[src/hdl/rms_pkg.sv]
// Constants and types for the reset and boot-mode sequencer
package rms_pkg;
  // ==========================================================
  // Timing
  localparam int unsigned CLK_HZ = 25_000_000;
  localparam int unsigned RESET_STRETCH_BUS_CYCLES = 66;
  // Bus clock is half the generator output, which runs at clk
  localparam int unsigned RESET_STRETCH_CLKS = RESET_STRETCH_BUS_CYCLES * 2;
  localparam int unsigned STRETCH_W = 8;
  localparam int unsigned BIT_CLKS = 16;
  localparam int unsigned BIT_W = 4;
  localparam logic [3:0] BIT_LAST = 4'h000F;
  localparam logic [3:0] SPEEDUP_LAST = 4'h0001;
  localparam logic [3:0] SAMPLE_AT = 4'h000A;
  localparam logic [3:0] LOW1_LAST = 4'h0003;
  localparam logic [3:0] LOW0_LAST = 4'h000C;

  // ==========================================================
  // Reset cause bit positions
  localparam int unsigned CAUSE_W = 4;
  localparam int unsigned CAUSE_POR = 0;
  localparam int unsigned CAUSE_PIN = 1;
  localparam int unsigned CAUSE_INT = 2;
  localparam int unsigned CAUSE_DBG = 3;
  localparam logic [3:0] CAUSE_RESET = 4'h0001;

  typedef enum logic [1:0] {
    RMS_POWER = 2'b00,
    RMS_STRETCH = 2'b01,
    RMS_RUN = 2'b11
  } rms_state_t;
endpackage

[src/hdl/rms_bit_if.sv]
// Bit-time link between the sequencer and its bit timer
`timescale 1ns/1ns
interface rms_bit_if;
  logic start;
  logic tx_bit;
  logic drive_tx;
  logic busy;
  logic rx_bit;
  logic done;
  logic pin_low;
  logic pin_high;
  modport ctrl (output start, output tx_bit, output drive_tx, input busy, input rx_bit,
    input done, input pin_low, input pin_high);
  modport timer (input start, input tx_bit, input drive_tx, output busy, output rx_bit,
    output done, output pin_low, output pin_high);
endinterface

[src/hdl/rms_sequencer.sv]
// Reset stretching, cause capture, boot mode select and debug link pin
`timescale 1ns/1ns
module rms_sequencer (
  input wire logic clk,
  input wire logic rst,
  input wire logic internal_reset_req,
  input wire logic debug_force_reset_bit,
  input wire logic fast_clock_select,
  input wire logic fast_debug_clock_tick,
  input wire logic reset_pin_in,
  output logic reset_pin_out,
  output logic reset_pin_oe,
  input wire logic debug_and_mode_pin_in,
  output logic debug_and_mode_pin_out,
  output logic debug_and_mode_pin_oe,
  input wire logic link_start,
  input wire logic link_tx_bit,
  input wire logic link_drive,
  output logic link_busy,
  output logic link_rx_bit,
  output logic link_done,
  output logic [3:0] reset_cause_register,
  output logic system_reset,
  output logic background_debug_state,
  output logic system_bus_clock,
  output logic external_clock_selected
);
  rms_pkg::rms_state_t state;
  logic [7:0] stretch;
  logic mode_window;
  logic prev_pin;
  logic pin_fall;
  logic tick;
  logic bus_phase;
  rms_bit_if bi ();

  // Pin level as the device sees it, own drive included
  function automatic logic pin_is_low(input logic drv, input logic level);
    return drv || !level;
  endfunction

  // ==========================================================
  // Reset stretch sequence
  // Edge on the reset pin so our own stretch cannot retrigger itself
  assign pin_fall = prev_pin && !reset_pin_in;

  always_ff @(posedge clk or posedge rst) begin
    if (rst)
      prev_pin <= 1'b1;
    else
      prev_pin <= reset_pin_in || reset_pin_oe;
  end

  always_ff @(posedge clk or posedge rst) begin
    if (rst) begin
      state <= rms_pkg::RMS_POWER;
      stretch <= 8'h0000;
    end else begin
      case (state)
        rms_pkg::RMS_POWER: begin
          state <= rms_pkg::RMS_STRETCH;
          stretch <= 8'h0000;
        end
        rms_pkg::RMS_STRETCH: begin
          if (stretch == 8'(rms_pkg::RESET_STRETCH_CLKS - 1))
            state <= rms_pkg::RMS_RUN;
          else
            stretch <= stretch + 8'h0001;
        end
        rms_pkg::RMS_RUN: begin
          if (internal_reset_req || debug_force_reset_bit || pin_fall) begin
            state <= rms_pkg::RMS_STRETCH;
            stretch <= 8'h0000;
          end
        end
        default: state <= rms_pkg::RMS_POWER;
      endcase
    end
  end

  // Pin is driven low by the open-drain buffer while stretching
  always_ff @(posedge clk or posedge rst) begin
    if (rst) begin
      reset_pin_oe <= 1'b1;
      reset_pin_out <= 1'b0;
      system_reset <= 1'b1;
    end else begin
      reset_pin_out <= 1'b0;
      reset_pin_oe <= state != rms_pkg::RMS_RUN &&
        !(state == rms_pkg::RMS_STRETCH &&
          stretch == 8'(rms_pkg::RESET_STRETCH_CLKS - 1));
      system_reset <= state != rms_pkg::RMS_RUN ||
        internal_reset_req || debug_force_reset_bit || pin_fall;
    end
  end

  // ==========================================================
  // Reset cause and mode window
  // One cause bit per reset
  // Mode window only for power-on and forced resets
  always_ff @(posedge clk or posedge rst) begin
    if (rst) begin
      reset_cause_register <= rms_pkg::CAUSE_RESET;
      mode_window <= 1'b1;
    end else if (state == rms_pkg::RMS_RUN) begin
      if (debug_force_reset_bit) begin
        reset_cause_register <= 4'h0001 << rms_pkg::CAUSE_DBG;
        mode_window <= 1'b1;
      end else if (internal_reset_req) begin
        reset_cause_register <= 4'h0001 << rms_pkg::CAUSE_INT;
        mode_window <= 1'b0;
      end else if (pin_fall) begin
        // Pin reset never opens the mode window
        reset_cause_register <= 4'h0001 << rms_pkg::CAUSE_PIN;
        mode_window <= 1'b0;
      end
    end
  end

  // Pin reset returns to user mode even after a background start
  always_ff @(posedge clk or posedge rst) begin
    if (rst)
      background_debug_state <= 1'b0;
    else if (state == rms_pkg::RMS_STRETCH &&
             stretch == 8'(rms_pkg::RESET_STRETCH_CLKS - 1)) begin
      if (mode_window)
        background_debug_state <= pin_is_low(1'b0, debug_and_mode_pin_in);
      else if (reset_cause_register[rms_pkg::CAUSE_PIN])
        background_debug_state <= 1'b0;
    end
  end

  // ==========================================================
  // Clocks
  // Bus clock toggles every generator cycle
  always_ff @(posedge clk or posedge rst) begin
    if (rst)
      bus_phase <= 1'b0;
    else
      bus_phase <= !bus_phase;
  end

  always_ff @(posedge clk or posedge rst) begin
    if (rst)
      system_bus_clock <= 1'b0;
    else
      system_bus_clock <= !bus_phase;
  end

  // Internal generator selected after every reset
  always_ff @(posedge clk or posedge rst) begin
    if (rst)
      external_clock_selected <= 1'b0;
    else if (system_reset)
      external_clock_selected <= 1'b0;
  end

  // Fast clock or bus rate as debug clock
  assign tick = fast_clock_select ? fast_debug_clock_tick : bus_phase;

  // ==========================================================
  // Debug link
  // No link bit starts and the pin is not driven while reset holds the pin as a mode input; a bit already running keeps counting
  assign bi.start = link_start && !system_reset;
  assign bi.tx_bit = link_tx_bit;
  assign bi.drive_tx = link_drive;

  rms_bit_timer i_rms_bit_timer (
    .clk(clk),
    .rst(rst),
    .tick(tick),
    .pin_in(debug_and_mode_pin_in),
    .bi(bi)
  );

  always_ff @(posedge clk or posedge rst) begin
    if (rst) begin
      debug_and_mode_pin_out <= 1'b1;
      debug_and_mode_pin_oe <= 1'b0;
      link_busy <= 1'b0;
      link_rx_bit <= 1'b1;
      link_done <= 1'b0;
    end else begin
      debug_and_mode_pin_out <= !bi.pin_low;
      debug_and_mode_pin_oe <= !system_reset && (bi.pin_low || bi.pin_high);
      link_busy <= bi.busy;
      link_rx_bit <= bi.rx_bit;
      link_done <= bi.done;
    end
  end
endmodule // rms_sequencer

[src/hdl/rms_bit_timer.sv]
// Sixteen-tick bit timer of the single-wire debug link
`timescale 1ns/1ns
module rms_bit_timer (
  input wire logic clk,
  input wire logic rst,
  input wire logic tick,
  input wire logic pin_in,
  rms_bit_if.timer bi
);
  logic [3:0] count;
  logic sent;
  logic drive;

  // ==========================================================
  // Bit counter
  // Sixteen-tick bits
  always_ff @(posedge clk or posedge rst) begin
    if (rst) begin
      count <= 4'h0000;
      bi.busy <= 1'b0;
      sent <= 1'b0;
      drive <= 1'b0;
    end else if (!bi.busy) begin
      if (bi.start) begin
        bi.busy <= 1'b1;
        count <= 4'h0000;
        sent <= bi.tx_bit;
        drive <= bi.drive_tx;
      end
    end else if (tick) begin
      count <= count + 4'h0001;
      if (count == rms_pkg::BIT_LAST)
        bi.busy <= 1'b0;
    end
  end

  // ==========================================================
  // Sampling and pin drive
  always_ff @(posedge clk or posedge rst) begin
    if (rst) begin
      bi.rx_bit <= 1'b1;
      bi.done <= 1'b0;
    end else begin
      bi.done <= bi.busy && tick && count == rms_pkg::BIT_LAST;
      if (bi.busy && tick && count == rms_pkg::SAMPLE_AT)
        bi.rx_bit <= pin_in;
    end
  end

  // Low phase then short speed-up drive high
  always_comb begin
    bi.pin_low = bi.busy && drive &&
      (count <= (sent ? rms_pkg::LOW1_LAST : rms_pkg::LOW0_LAST));
    bi.pin_high = bi.busy && drive && !bi.pin_low &&
      (count <= (sent ? rms_pkg::LOW1_LAST : rms_pkg::LOW0_LAST) + rms_pkg::SPEEDUP_LAST);
  end
endmodule // rms_bit_timer

[config.mk]
export PLATFORM = sky130hd
export DESIGN_NAME = rms_sequencer
export DESIGN_NICKNAME = d
export VERILOG_FILES = /design/src/hdl/rms_pkg.sv /design/src/hdl/rms_bit_if.sv /design/src/hdl/rms_sequencer.sv /design/src/hdl/rms_bit_timer.sv
export SDC_FILE = /design/constraint.sdc
export NUM_CORES = 1
export LEC_CHECK = 0
export ABC_AREA = 1
export BUFFER_PORTS_ARGS = -buffer_cell sky130_fd_sc_hd__buf_2
export CAP_MARGIN = 20
export CORE_AREA = 2 2 86 88
export DETAILED_ROUTE_END_ITERATION = 16
export DIE_AREA = 0 0 88 90
export HOLD_SLACK_MARGIN = 0.02
export SLEW_MARGIN = 5
export SYNTH_ARGS = -nofsm -noshare
export SYNTH_HDL_FRONTEND = slang
export SYNTH_SLANG_ARGS = --single-unit
[constraint.sdc]
create_clock -name clk -period 1.8 [get_ports clk]
set_clock_uncertainty 0.1 [all_clocks]
set_input_delay 0.36 -clock clk [delete_from_list [all_inputs] [get_ports clk]]
set_output_delay 0.36 -clock clk [all_outputs]
set_load 0.005 [all_outputs]
# Word level (Yosys, flattened, before mapping)
# Index checks and enable logic that the tools add are counted.
# totals
register_bits	34
in_bits	11
output_inout_bits	15
word_cells	95
# classes
n_addsub	3
magnitude_cmp	2
n_eq_ne	10
muxes	23
bitwise	1
n_reduce_logical	36
# ops
cell	count
two-way mux 4 bit	7
case mux 8 bit (3 select lines)	1
two-way mux 8 bit	2
logical AND 1 bit	12
two-way mux 1 bit	10
AND reduction 2 bit	5
adder 4 x 1 -> 4 bit (second input constant)	2
adder 8 x 1 -> 8 bit (second input constant)	1
equality test 4 bit (second input constant)	2
equality test 8 bit (second input constant)	1
<= comparator 4 bit	2
inequality test 2 bit (second input constant)	4
logical OR 1 bit	7
logical NOT 1 bit	6
case mux 2 bit (3 select lines)	1
nonzero test 3 bit	2
two-way mux 2 bit	2
nonzero test 2 bit	2
AND reduction 3 bit	1
equality test 2 x 1 -> 1 bit (second input constant)	1
equality test 2 bit (second input constant)	1
logical NOT 2 bit	1
inequality test 2 x 1 -> 1 bit (second input constant)	1
NOT 1 bit	1

# Longest topological paths before layout
# Gate-level depths: netlist of run 1.
# depth
word_depth	8
ltp_mapped	10
mapped_depth_nobuf	10

# By module
# From an unflattened synthesis of run 1, not the netlist that was laid out.
# hier_totals
cells_unflattened	220
hier_area_um2	1769.2
# modules_own_cells
mod	n_inst	cells_each	area_per_inst_um2	seq_area_each_um2
rms_sequencer	1	142	1174.9	634.4
rms_bit_timer	1	78	594.3	226.5

# Worst setup path before layout of run 1
# Ideal clock, no wire load.
# synth_timing
kind	register to register
from	register i_rms_bit_timer.sent
to	register debug_and_mode_pin_oe
setup_time_ns	0.116
arrival_ns	1.077
required_ns	1.584
setup_slack_ns	0.507
path_stages_with_launch	9
path_buffers	0
synth_period_minus_slack_ns	1.293
path_cell_list	dfrtp_1 > ha_1 > nand2_1 > inv_1 > nand2_1 > nand2_1 > nand2_1 > nor2_1 > nor2_1
# synth_between
elab_chain_cells	8
elab_cells_between_ends	10
cone_classes	add/sub (1); order compare (2); mux (1); reduce/logical (6)
# synth_rtl
element	line_no	text
start: declaration	rms_bit_timer.sv:11	logic sent;
start signal: assignment	rms_bit_timer.sv:27	sent <= bi.tx_bit;
two-way mux 4 bit (*)	rms_bit_timer.sv:53, rms_bit_timer.sv:55	
branches (longest 5 deep; another with adder 4 x 1 -> 4 bit)	n/a	
logical OR 1 bit (*)	rms_sequencer.sv:185	debug_and_mode_pin_oe <= !system_reset && (bi.pin_low || bi.pin_high);
logical AND 1 bit (*)	rms_sequencer.sv:185	
end signal: assignment	rms_sequencer.sv:185	
end: declaration	rms_sequencer.sv:15	output logic debug_and_mode_pin_oe,
# Every way passes the cells marked *.
# A chain may end at the register's enable or synchronous reset.

# Worst setup path after layout of run 1
# layout_timing
from	register stretch[0]
to	register stretch[7]
# layout_between
elab_chain_cells	3
elab_cells_between_ends	6
cone_classes	add/sub (1); eq/ne (2); mux (2); reduce/logical (1)
# layout_rtl
element	line_no	text
start: declaration	rms_sequencer.sv:29	logic [7:0] stretch;
start signal: assignment	rms_sequencer.sv:68	stretch <= stretch + 8'h0001;
adder 8 x 1 -> 8 bit / equality test 8 bit (equally long branches)	rms_sequencer.sv:68, rms_sequencer.sv:65	
two-way mux 8 bit / inequality test 2 bit (equally long branches)	n/a	
case mux 8 bit (3 select lines) / AND reduction 3 bit (equally long branches)	n/a	
# Several ways; a longest one is shown, not always the timed one. The select of a mux whose other input is x is not followed.

==> flow_summary.yaml, run 1 <==
power:
  peakVddDrop_uv: 267.3
  leakagePower_nw: 1.054
  power.total_mw: 1.505
  power.density_mw_per_mm2: 735.7
synthesis:
  synth_area_mm2: 0.001705
  ys_ff_latch: 34
  synth.distinct_cells: 27
  syn_inst: 203
  seq_area_frac_synth_pct: 50.48
  yosysWarnings: 0
  avgSynthCellArea_um2: 8.401
flow_run:
  cap_viol_max_count: 0
worst_setup_path:
  crit_path_end_kind: "flop"
  cp_num_buf_inv: 0
  reg2reg_setup_slack_ns: 0.34
  crit_family: "simple AND/OR/NAND/NOR gates"
  critical_path.cell_chain: "ha_1 -> nand2_1 -> nor2_1 -> nand4_4 -> nand2_4 -> nand2_1 -> nand2_1"
  cpPeakStageDelay_ns: 0.39
  crit_arrival_ns: 1.59
  critPathMaxFanout: 8
  crit_slowest_cell: "dfrtp_1"
  crit_type: "reg -> reg"
  critPathRequiredTime_ns: 1.93
  worstSetupStartpointType: "flop"
  crit_top_cell: "nand2_1"
clock_tree:
  insertion_delay_ns: 0.29
  root_buffer: "clkbuf_8"
  numCtsBuffers: 5
  clock-sinks: 34
  hold_buffers: 0
  htree_num_levels: 2
  clkTransAtPathRegs_ns: 0.07
  post_cts_buffers: 0
  clk_path_buf_depth: 2
  cts_tree: "done"
  post_cts_resized: 0
route:
  drc_errors: 0
  routed_wl_mm: 3.309
  drtAntennaViolNets: 0
  vias: 1332
  first_pass_iters: 4
  drt_iter0_drc: 16
  viasPerCell: 4.012
  routedWlPerCell_um: 9.967
floorplanning:
  coreArea_mm2: 0.007020
  die_area_mm2: 0.007920
  die_y_um: 90
  start_util_pct: 24.29
  io_pins: 26
  die_w_um: 88
  fp-row-count: 31
grt:
  grt-ovfl-total: 0
  grt_max_degree: 35
  antenna_found_initial: 0
  globalRouteTotalUtil_pct: 9.388
  grt_pass1_vias: 1242
  grt_pass1_wl_mm: 5.754
sta:
  finalHoldViolCount: 0
  fin_ws_ns: 0.3361
  slew_violations: 0
  clock.fmax_mhz: 683.1
  grt_setup_unrepaired: "false"
  finalSetupViolations: 0
  finalCriticalPeriod_ns: 1.464
  holdWs_ns: 0.04562
  tns_ns: 0
  period_share_pct: 81.33
hold_path:
  hold_class: "in -> async"
finish:
  n_antenna_cell: 0
  drive_gt1_share_pct: 21.46
  fin_nets: 251
  areaGrowthSynthToFinish_pct: 19.96
  finalCoreUtilization_pct: 29.14
place:
  place_congestion: 0.8146
  place_hpwl_mm: 2.515
  io_buffer_count: 23
  pre_cts_ws_ns: 0.3377
status:
  status: "completed"
worst min-delay path, delay by kind of cell:
family | cells | cell delay [ns]
buffers and inverters | 3 | 0.50
flip-flops by register name (all words and copies together), names as in the netlist:
register,flops
stretch,8
i_rms_bit_timer.count,4
reset_cause_register,4
state,2
background_debug_state,1
debug_and_mode_pin_oe,1
debug_and_mode_pin_out,1
i_rms_bit_timer.bi.busy,1
i_rms_bit_timer.bi.done,1
i_rms_bit_timer.bi.rx_bit,1
i_rms_bit_timer.drive,1
i_rms_bit_timer.sent,1
link_busy,1
link_done,1
link_rx_bit,1
mode_window,1
prev_pin,1
reset_pin_oe,1
system_bus_clock,1
system_reset,1
power breakdown:
group	switching (mW)	internal (mW)	total, mW
clock	0.293	0.413	0.706
sequential	0	0.764	0.764
combinational	0.0235	0.0113	0.0348
total	0.316	1.19	1.51
area by class of cell:
| class | instances | area, um^2 |
|---|---|---|
| clock buffer | 6 | 72.57 |
| clock inverter | 2 | 37.54 |
| fill | 746 | 4975 |
| inverter | 24 | 90.09 |
| multi-input combinational | 143 | 738.2 |
| sequential | 34 | 860.8 |
| tap | 99 | 123.9 |
| timing repair buffer | 24 | 122.6 |
through the flow:
step / std cells / instance area, um^2
finish: 332 / 2046
global route: 332 / 2046
CTS: 332 / 2046
detailed placement: 324 / 1936
global placement: 324 / 1936
floorplan: 204 / 1709
path summary, 6_finish.rpt:
path | startpoint | endpoint | cells past startpoint
worst max register to register | stretch[0] | stretch[7] | 7
worst min register to register | i_rms_bit_timer.bi.done | link_done | 0
max in group asynchronous | rst | prev_pin | 3
worst min-delay path | rst | system_bus_clock | 3
min in group clk | reset_pin_in | prev_pin | 2
worst max-delay path | stretch[0] | stretch[7] | 7
layer usage:
metal / GRT usage, % / wire length (um)
met1: 12.05 / 1581
met5: 0 / 0
met3: 3.030 / 134
met2: 14.20 / 1512
met4: 4.231 / 81
cell families (layout without fill, tap and decap cells):
kind of cell,after synthesis,after routing,share of synthesized area (%)
mux,1,1,0.6603
other cells,1,2,0.2199
buf+inv,27,56,6.455
simple gates,121,121,32.43
fa+ha+maj,8,8,5.870
compound gates,10,10,3.375
flops,34,34,50.48
xor+xnor,1,1,0.5137
synth_stat cells:
cell type / count / area (um^2)
xnor2_1: 1 / 8.760
buf_4: 2 / 15.01
nor3b_1: 2 / 15.01
or2_2: 2 / 12.51
inv_1: 23 / 86.33
o22ai_1: 1 / 6.260
a21oi_1: 3 / 15.01
nand3b_1: 4 / 30.03
nand3_1: 16 / 80.08
ha_1: 8 / 100.1
nor3_1: 1 / 5.000
nor2_1: 18 / 67.56
nand4_1: 4 / 25.02
conb_1: 1 / 3.750
buf_2: 1 / 5.000
inv_2: 1 / 3.750
nand2_4: 1 / 11.26
nand2_1: 68 / 255.2
nor2_4: 1 / 11.26
o21bai_1: 1 / 7.510
nor2_2: 3 / 18.77
dfrtp_1: 26 / 650.6
dfstp_2: 8 / 210.2
o21ai_0: 4 / 20.02
nand4_4: 1 / 21.27
a31o_2: 1 / 8.760
mux2_2: 1 / 11.26
placed cells by master, fill, tap and decap left out, drive strengths merged:
master    Yosys  final
nand2        69     69
dfrtp        26     26
inv          24     24
buf           3     24
nor2         22     22
nand3        16     16
ha            8      8
dfstp         8      8
clkbuf        0      6
nand4         5      5
nand3b        4      4
o21ai         4      4
a21oi         3      3
or2           2      2
nor3b         2      2
conb          1      2
xnor2         1      1
a31o          1      1
o21bai        1      1
mux2          1      1
nor3          1      1
o22ai         1      1
clkinvlp      0      1
bufinv        0      1
Note: power is estimated with default switching activity, not from simulation.
==> inputs of run 2 (changes only) <==
==> constraint.sdc (replaced) <==
create_clock -name clk -period 1.2 [get_ports clk]
set_clock_uncertainty 0.1 [all_clocks]
set_input_delay 0.24 -clock clk [delete_from_list [all_inputs] [get_ports clk]]
set_output_delay 0.24 -clock clk [all_outputs]
set_load 0.005 [all_outputs]
==> run 2 against run 1 <==
Register-to-register slack worse by 0.55 ns. Maximum frequency increased by 3.7%. Hold slack better by 0.013 ns. Core utilization grew 7.3 points. First-iteration DRC count rose to 3.1 times the previous value. Final cell count grew 9.0%. Largest cell class is now multi-input gates. Wire length is 11% higher. Cell area rose by 25%. The flow now finishes with violations (setup timing). Worst setup slack got worse by 0.55 ns. Global-route usage increased by 0.34 points.
==> flow_summary.yaml, run 2 (synthesis results as in run 1) <==
grt:
  grt_max_degree: 35
  grt_pass1_vias: 1334
  grt-ovfl-total: 0
  antenna_found_initial: 0
  grt_pass1_wl_mm: 6.051
  globalRouteTotalUtil_pct: 9.729
finish:
  final_cell_mix: "nand2_1, dfrtp_1, buf_4"
  n_antenna_cell: 0
  largest_reg_flops: 8
  regMostFlops: "stretch"
  drive_gt1_share_pct: 47.15
  reg_top3: "stretch: 8 flops, i_rms_bit_timer.count: 4 flops, reset_cause_register: 4 flops"
  finalCoreUtilization_pct: 36.39
  fin_nets: 281
  areaGrowthSynthToFinish_pct: 49.82
  final_common_cell: "nand2_1"
status:
  status: "finished, violations left"
  violations: "setup timing"
route:
  drtAntennaViolNets: 0
  first_pass_iters: 4
  viasPerCell: 4.044
  routedWlPerCell_um: 10.16
  routed_wl_mm: 3.677
  vias: 1464
  drc_errors: 0
  drt_iter0_drc: 50
worst_setup_path:
  crit_slowest_cell: "dfrtp_1"
  cpPeakStageDelay_ns: 0.43
  crit_top_cell: "nor2_1"
  cp_num_buf_inv: 1
  crit_arrival_ns: 1.53
  crit_type: "reg -> reg"
  reg2reg_setup_slack_ns: -0.21
  crit_family: "flip-flops"
  critical_path.cell_chain: "inv_2 -> ha_1 -> nand3b_1 -> nand2_1 -> nor2_1 -> nor2_1"
  worstSetupStartpointType: "flop"
  critPathMaxFanout: 4
  crit_path_end_kind: "flop"
  critPathRequiredTime_ns: 1.32
sta:
  finalHoldViolCount: 0
  holdWs_ns: 0.05891
  period_share_pct: 117.6
  finalSetupViolations: 21
  fin_ws_ns: -0.2115
  grt_setup_unrepaired: "true"
  finalCriticalPeriod_ns: 1.411
  clock.fmax_mhz: 708.5
  slew_violations: 0
place:
  place_hpwl_mm: 2.585
  place_congestion: 0.8465
  io_buffer_count: 23
clock_tree:
  root_buffer: "clkbuf_8"
  clk_path_buf_depth: 2
  clkTransAtPathRegs_ns: 0.07
  insertion_delay_ns: 0.29
  clock-sinks: 34
  cts_tree: "done"
  htree_num_levels: 2
  numCtsBuffers: 5
floorplanning:
  die_y_um: 90
  coreArea_mm2: 0.007020
  fp-row-count: 31
  io_pins: 26
  die_area_mm2: 0.007920
  start_util_pct: 24.29
  die_w_um: 88
hold_path:
  hold_class: "in -> reg"
power:
  peakVddDrop_uv: 457.7
  power.total_mw: 2.244
  power.density_mw_per_mm2: 878.4
  leakagePower_nw: 1.240
flow_run:
  cap_viol_max_count: 0
-- run 2: metrics by stage --
step / setup TNS, ns / std cells / instance area (um^2) / setup slack, ns
2_1_floorplan: -0.2215 / 204 / 1725 / -0.09258
3_3_place_gp: -1.025 / 350 / 2160 / -0.1387
3_5_place_dp: -1.338 / 350 / 2160 / -0.1945
4_1_cts: -1.397 / 360 / 2355 / -0.2076
5_1_grt: -3.184 / 362 / 2555 / -0.3159
6_report: -1.259 / 362 / 2555 / -0.2115
-- run 2: worst paths after layout --
check                                         start                endpoint  depth (start not counted)
min in group asynchronous                       rst              stretch[3]                          4
max                        i_rms_bit_timer.count[0]   debug_and_mode_pin_oe                          6
min                                    reset_pin_in                prev_pin                          2
max reg2reg                i_rms_bit_timer.count[0]   debug_and_mode_pin_oe                          6
min reg2reg                 i_rms_bit_timer.bi.done               link_done                          0
max in group asynchronous                       rst  debug_and_mode_pin_out                          4
-- run 2: cell type report --
| class | instances | area [um^2] |
|---|---|---|
| fill | 711 | 4466 |
| sequential | 34 | 865.8 |
| clock inverter | 1 | 30.03 |
| multi-input combinational | 143 | 958.4 |
| clock buffer | 7 | 76.32 |
| tap | 99 | 123.9 |
| inverter | 24 | 92.59 |
| timing repair buffer | 54 | 407.9 |
-- run 2: power by group --
part / internal (mW) / switching [mW] / total [mW]
clock: 0.621 / 0.404 / 1.03
combinational: 0.0294 / 0.0424 / 0.0718
sequential: 1.15 / 0 / 1.15
total: 1.80 / 0.446 / 2.24
-- run 2: per-layer routing --
| metal | up-vias | track usage (%) | wire, um | share of wire (%) |
|---|---|---|---|---|
| met3 | 6 | 3.673 | 181 | 4.9 |
| met2 | 28 | 15.28 | 1694 | 46 |
| met1 | 675 | 11.89 | 1746 | 47 |
| met4 | 0 | 3.846 | 55 | 1.5 |
| met5 | - | 0 | 0 | 0 |
| li1 | 755 | - | - | - |
-- run 2: what timing repair did --
item,CTS,global route
pin swaps,7,18
gates resized for setup,21,46
setup buffers,1,3
endpoints found under the setup margin,26,31
hold buffers,1,0
endpoints found under the hold margin,26,0
==> inputs of run 3 (changes only) <==
==> constraint.sdc (replaced) <==
create_clock -name clk -period 1.6 [get_ports clk]
set_clock_uncertainty 0.1 [all_clocks]
set_input_delay 0.32 -clock clk [delete_from_list [all_inputs] [get_ports clk]]
set_output_delay 0.32 -clock clk [all_outputs]
set_load 0.005 [all_outputs]
==> run 3 against run 2 <==
The flow now finishes without violations. Largest power group unchanged. Critical endpoint is now stretch[5]. Critical path type unchanged. Count of clock-buffer cells in the layout down 2. Clock power decreased by 36%. Critical path depth increased by 1.
==> flow_summary.yaml, run 3 (synthesis results as in run 1) <==
clock_tree:
  clock-sinks: 34
  numCtsBuffers: 5
  clkTransAtPathRegs_ns: 0.08
  root_buffer: "clkbuf_8"
  post_cts_buffers: 0
  clk_path_buf_depth: 2
  insertion_delay_ns: 0.30
  htree_num_levels: 2
  cts_tree: "done"
power:
  p_seq_share_pct: 55.2
  clock_power_share_pct: 42.1
  peakVddDrop_uv: 256.1
  power.density_mw_per_mm2: 761.8
  switching_share_pct: 24.20
  p_switching_uw: 376.7
  power.internal_mw: 1.180
  power.total_mw: 1.556
  leakagePower_nw: 1.057
  comb_power_share_pct: 2.7
route:
  vias: 1364
  drc_errors: 0
  viasPerCell: 4.084
  drtAntennaViolNets: 0
  drt_iter0_drc: 36
  routedWlPerCell_um: 9.964
  routed_wl_mm: 3.328
  first_pass_iters: 6
grt:
  grt-ovfl-total: 0
  grt_pass1_wl_mm: 5.733
  antenna_found_initial: 0
  grt_max_degree: 35
  globalRouteTotalUtil_pct: 9.414
  grt_pass1_vias: 1261
worst_setup_path:
  cpPeakStageDelay_ns: 0.39
  crit_top_cell: "nand2_1"
  worstSetupStartpointType: "flop"
  reg2regPathDepth: 7
  crit_type: "reg -> reg"
  crit_arrival_ns: 1.55
  crit_path_end_kind: "flop"
  r2r-end: "stretch[5]"
  reg2reg_setup_slack_ns: 0.19
  critical_path.cell_chain: "ha_1 -> nand2_1 -> nor2_1 -> nand4_4 -> nand2_4 -> nand2_1 -> nand2_1"
  critPathRequiredTime_ns: 1.73
  critPathMaxFanout: 8
  crit_slowest_cell: "dfrtp_1"
  r2r_start: "stretch[0]"
finish:
  final_common_cell: "nand2_1"
  drive_gt1_share_pct: 22.13
  final_cell_mix: "nand2_1, dfrtp_1, inv_1, buf_2, nor2_1"
  fin_nets: 253
  stdcell_count: 334
  regMostFlops: "stretch"
  n_antenna_cell: 0
  reg_top3: "stretch: 8 flops, i_rms_bit_timer.count: 4 flops, reset_cause_register: 4 flops"
  largest_reg_flops: 8
  areaGrowthSynthToFinish_pct: 19.81
sta:
  clock.fmax_mhz: 707.1
  slew_violations: 0
  fin_ws_ns: 0.1859
  holdWs_ns: 0.1272
  grt_setup_unrepaired: "false"
  finalHoldViolCount: 0
  finalCriticalPeriod_ns: 1.414
  period_share_pct: 88.38
  tns_ns: 0
  finalSetupViolations: 0
place:
  io_buffer_count: 23
  place_hpwl_mm: 2.463
  pre_cts_ws_ns: 0.1741
  place_congestion: 0.7836
  post-place-cells: 325
floorplanning:
  fp-row-count: 31
  die_w_um: 88
  coreArea_mm2: 0.007020
  die_area_mm2: 0.007920
  start_util_pct: 24.29
  io_pins: 26
  die_y_um: 90
hold_path:
  whs_path_depth: 2
  hold_start: "reset_pin_in"
  hold_class: "in -> reg"
  hold_end: "prev_pin"
flow_run:
  cap_viol_max_count: 0
status:
  status: "completed"
-- run 3: changes by cell type in the layout (fill, tap and decap cells not counted), moves of 5 or more --
| cell | change |
|---|---|
| buf_4 | -20 |
| inv_2 | -5 |
| ha_1 | +6 |
| nand2_2 | -14 |
| buf_6 | -10 |
| ha_4 | -6 |
| nor2_1 | +7 |
| inv_1 | +6 |
| nand2_1 | +17 |
-- run 3: cell type report --
cell class                      instances  area, um^2
Clock buffer                            5       68.82
Tap cell                               99       123.9
Inverter                               24       90.09
Fill cell                             748        4977
Multi-Input combinational cell        143       738.2
Clock inverter                          3       21.27
Sequential cell                        34       860.8
Timing Repair Buffer                   26       140.1
-- run 3: worst max-delay path, delay by kind of cell, from the launching register on --
family	cells	cell delay, ns
flip-flops	1	0.39
adder cells (fa/ha/maj)	1	0.25
AND/OR/NAND/NOR	6	0.61
-- run 3: power groups by stage --
stage	Combinational, mW	Sequential (mW)	Clock (mW)
2_1_floorplan	0.0223	0.876	0
3_3_place_gp	0.0415	0.876	0
3_5_place_dp	0.0422	0.876	0
4_1_cts	0.0439	0.860	0.691
5_1_grt	0.0501	0.860	0.717
6_report	0.0416	0.860	0.655
-- run 3: how the worst max path moves through the flow --
stage,startpoint,to,depth (start not counted)
floorplan,i_rms_bit_timer.sent,debug_and_mode_pin_oe,8
global placement,stretch[0],stretch[2],7
detailed placement,i_rms_bit_timer.sent,debug_and_mode_pin_oe,9
CTS,i_rms_bit_timer.sent,debug_and_mode_pin_oe,9
global route,stretch[3],stretch[0],6
finish,stretch[0],stretch[5],7
-- run 3: timing repair --
item                                   in CTS  in global routing
resized for setup                           0                  0
endpoints found under the hold margin       2                  0
hold buffers                                1                  0
setup endpoints to repair                   0                  0
-- run 3: metrics by stage --
step / cell area, um^2 / util, %
2_1_floorplan: 1709 / -
3_5_place_dp: 1943 / 27.68
4_1_cts: 2043 / 29.10
5_1_grt: 2043 / 29.10
3_3_place_gp: 1943 / 27.68
6_report: 2043 / 29.10
-- run 3: metal layers --
layer,vias to the layer above,global-route usage [%],routed length [um]
li1,704,-,-
met2,28,14.08,1534
met4,0,5.513,78
met3,6,3.030,156
met5,-,0,0
met1,626,11.68,1559
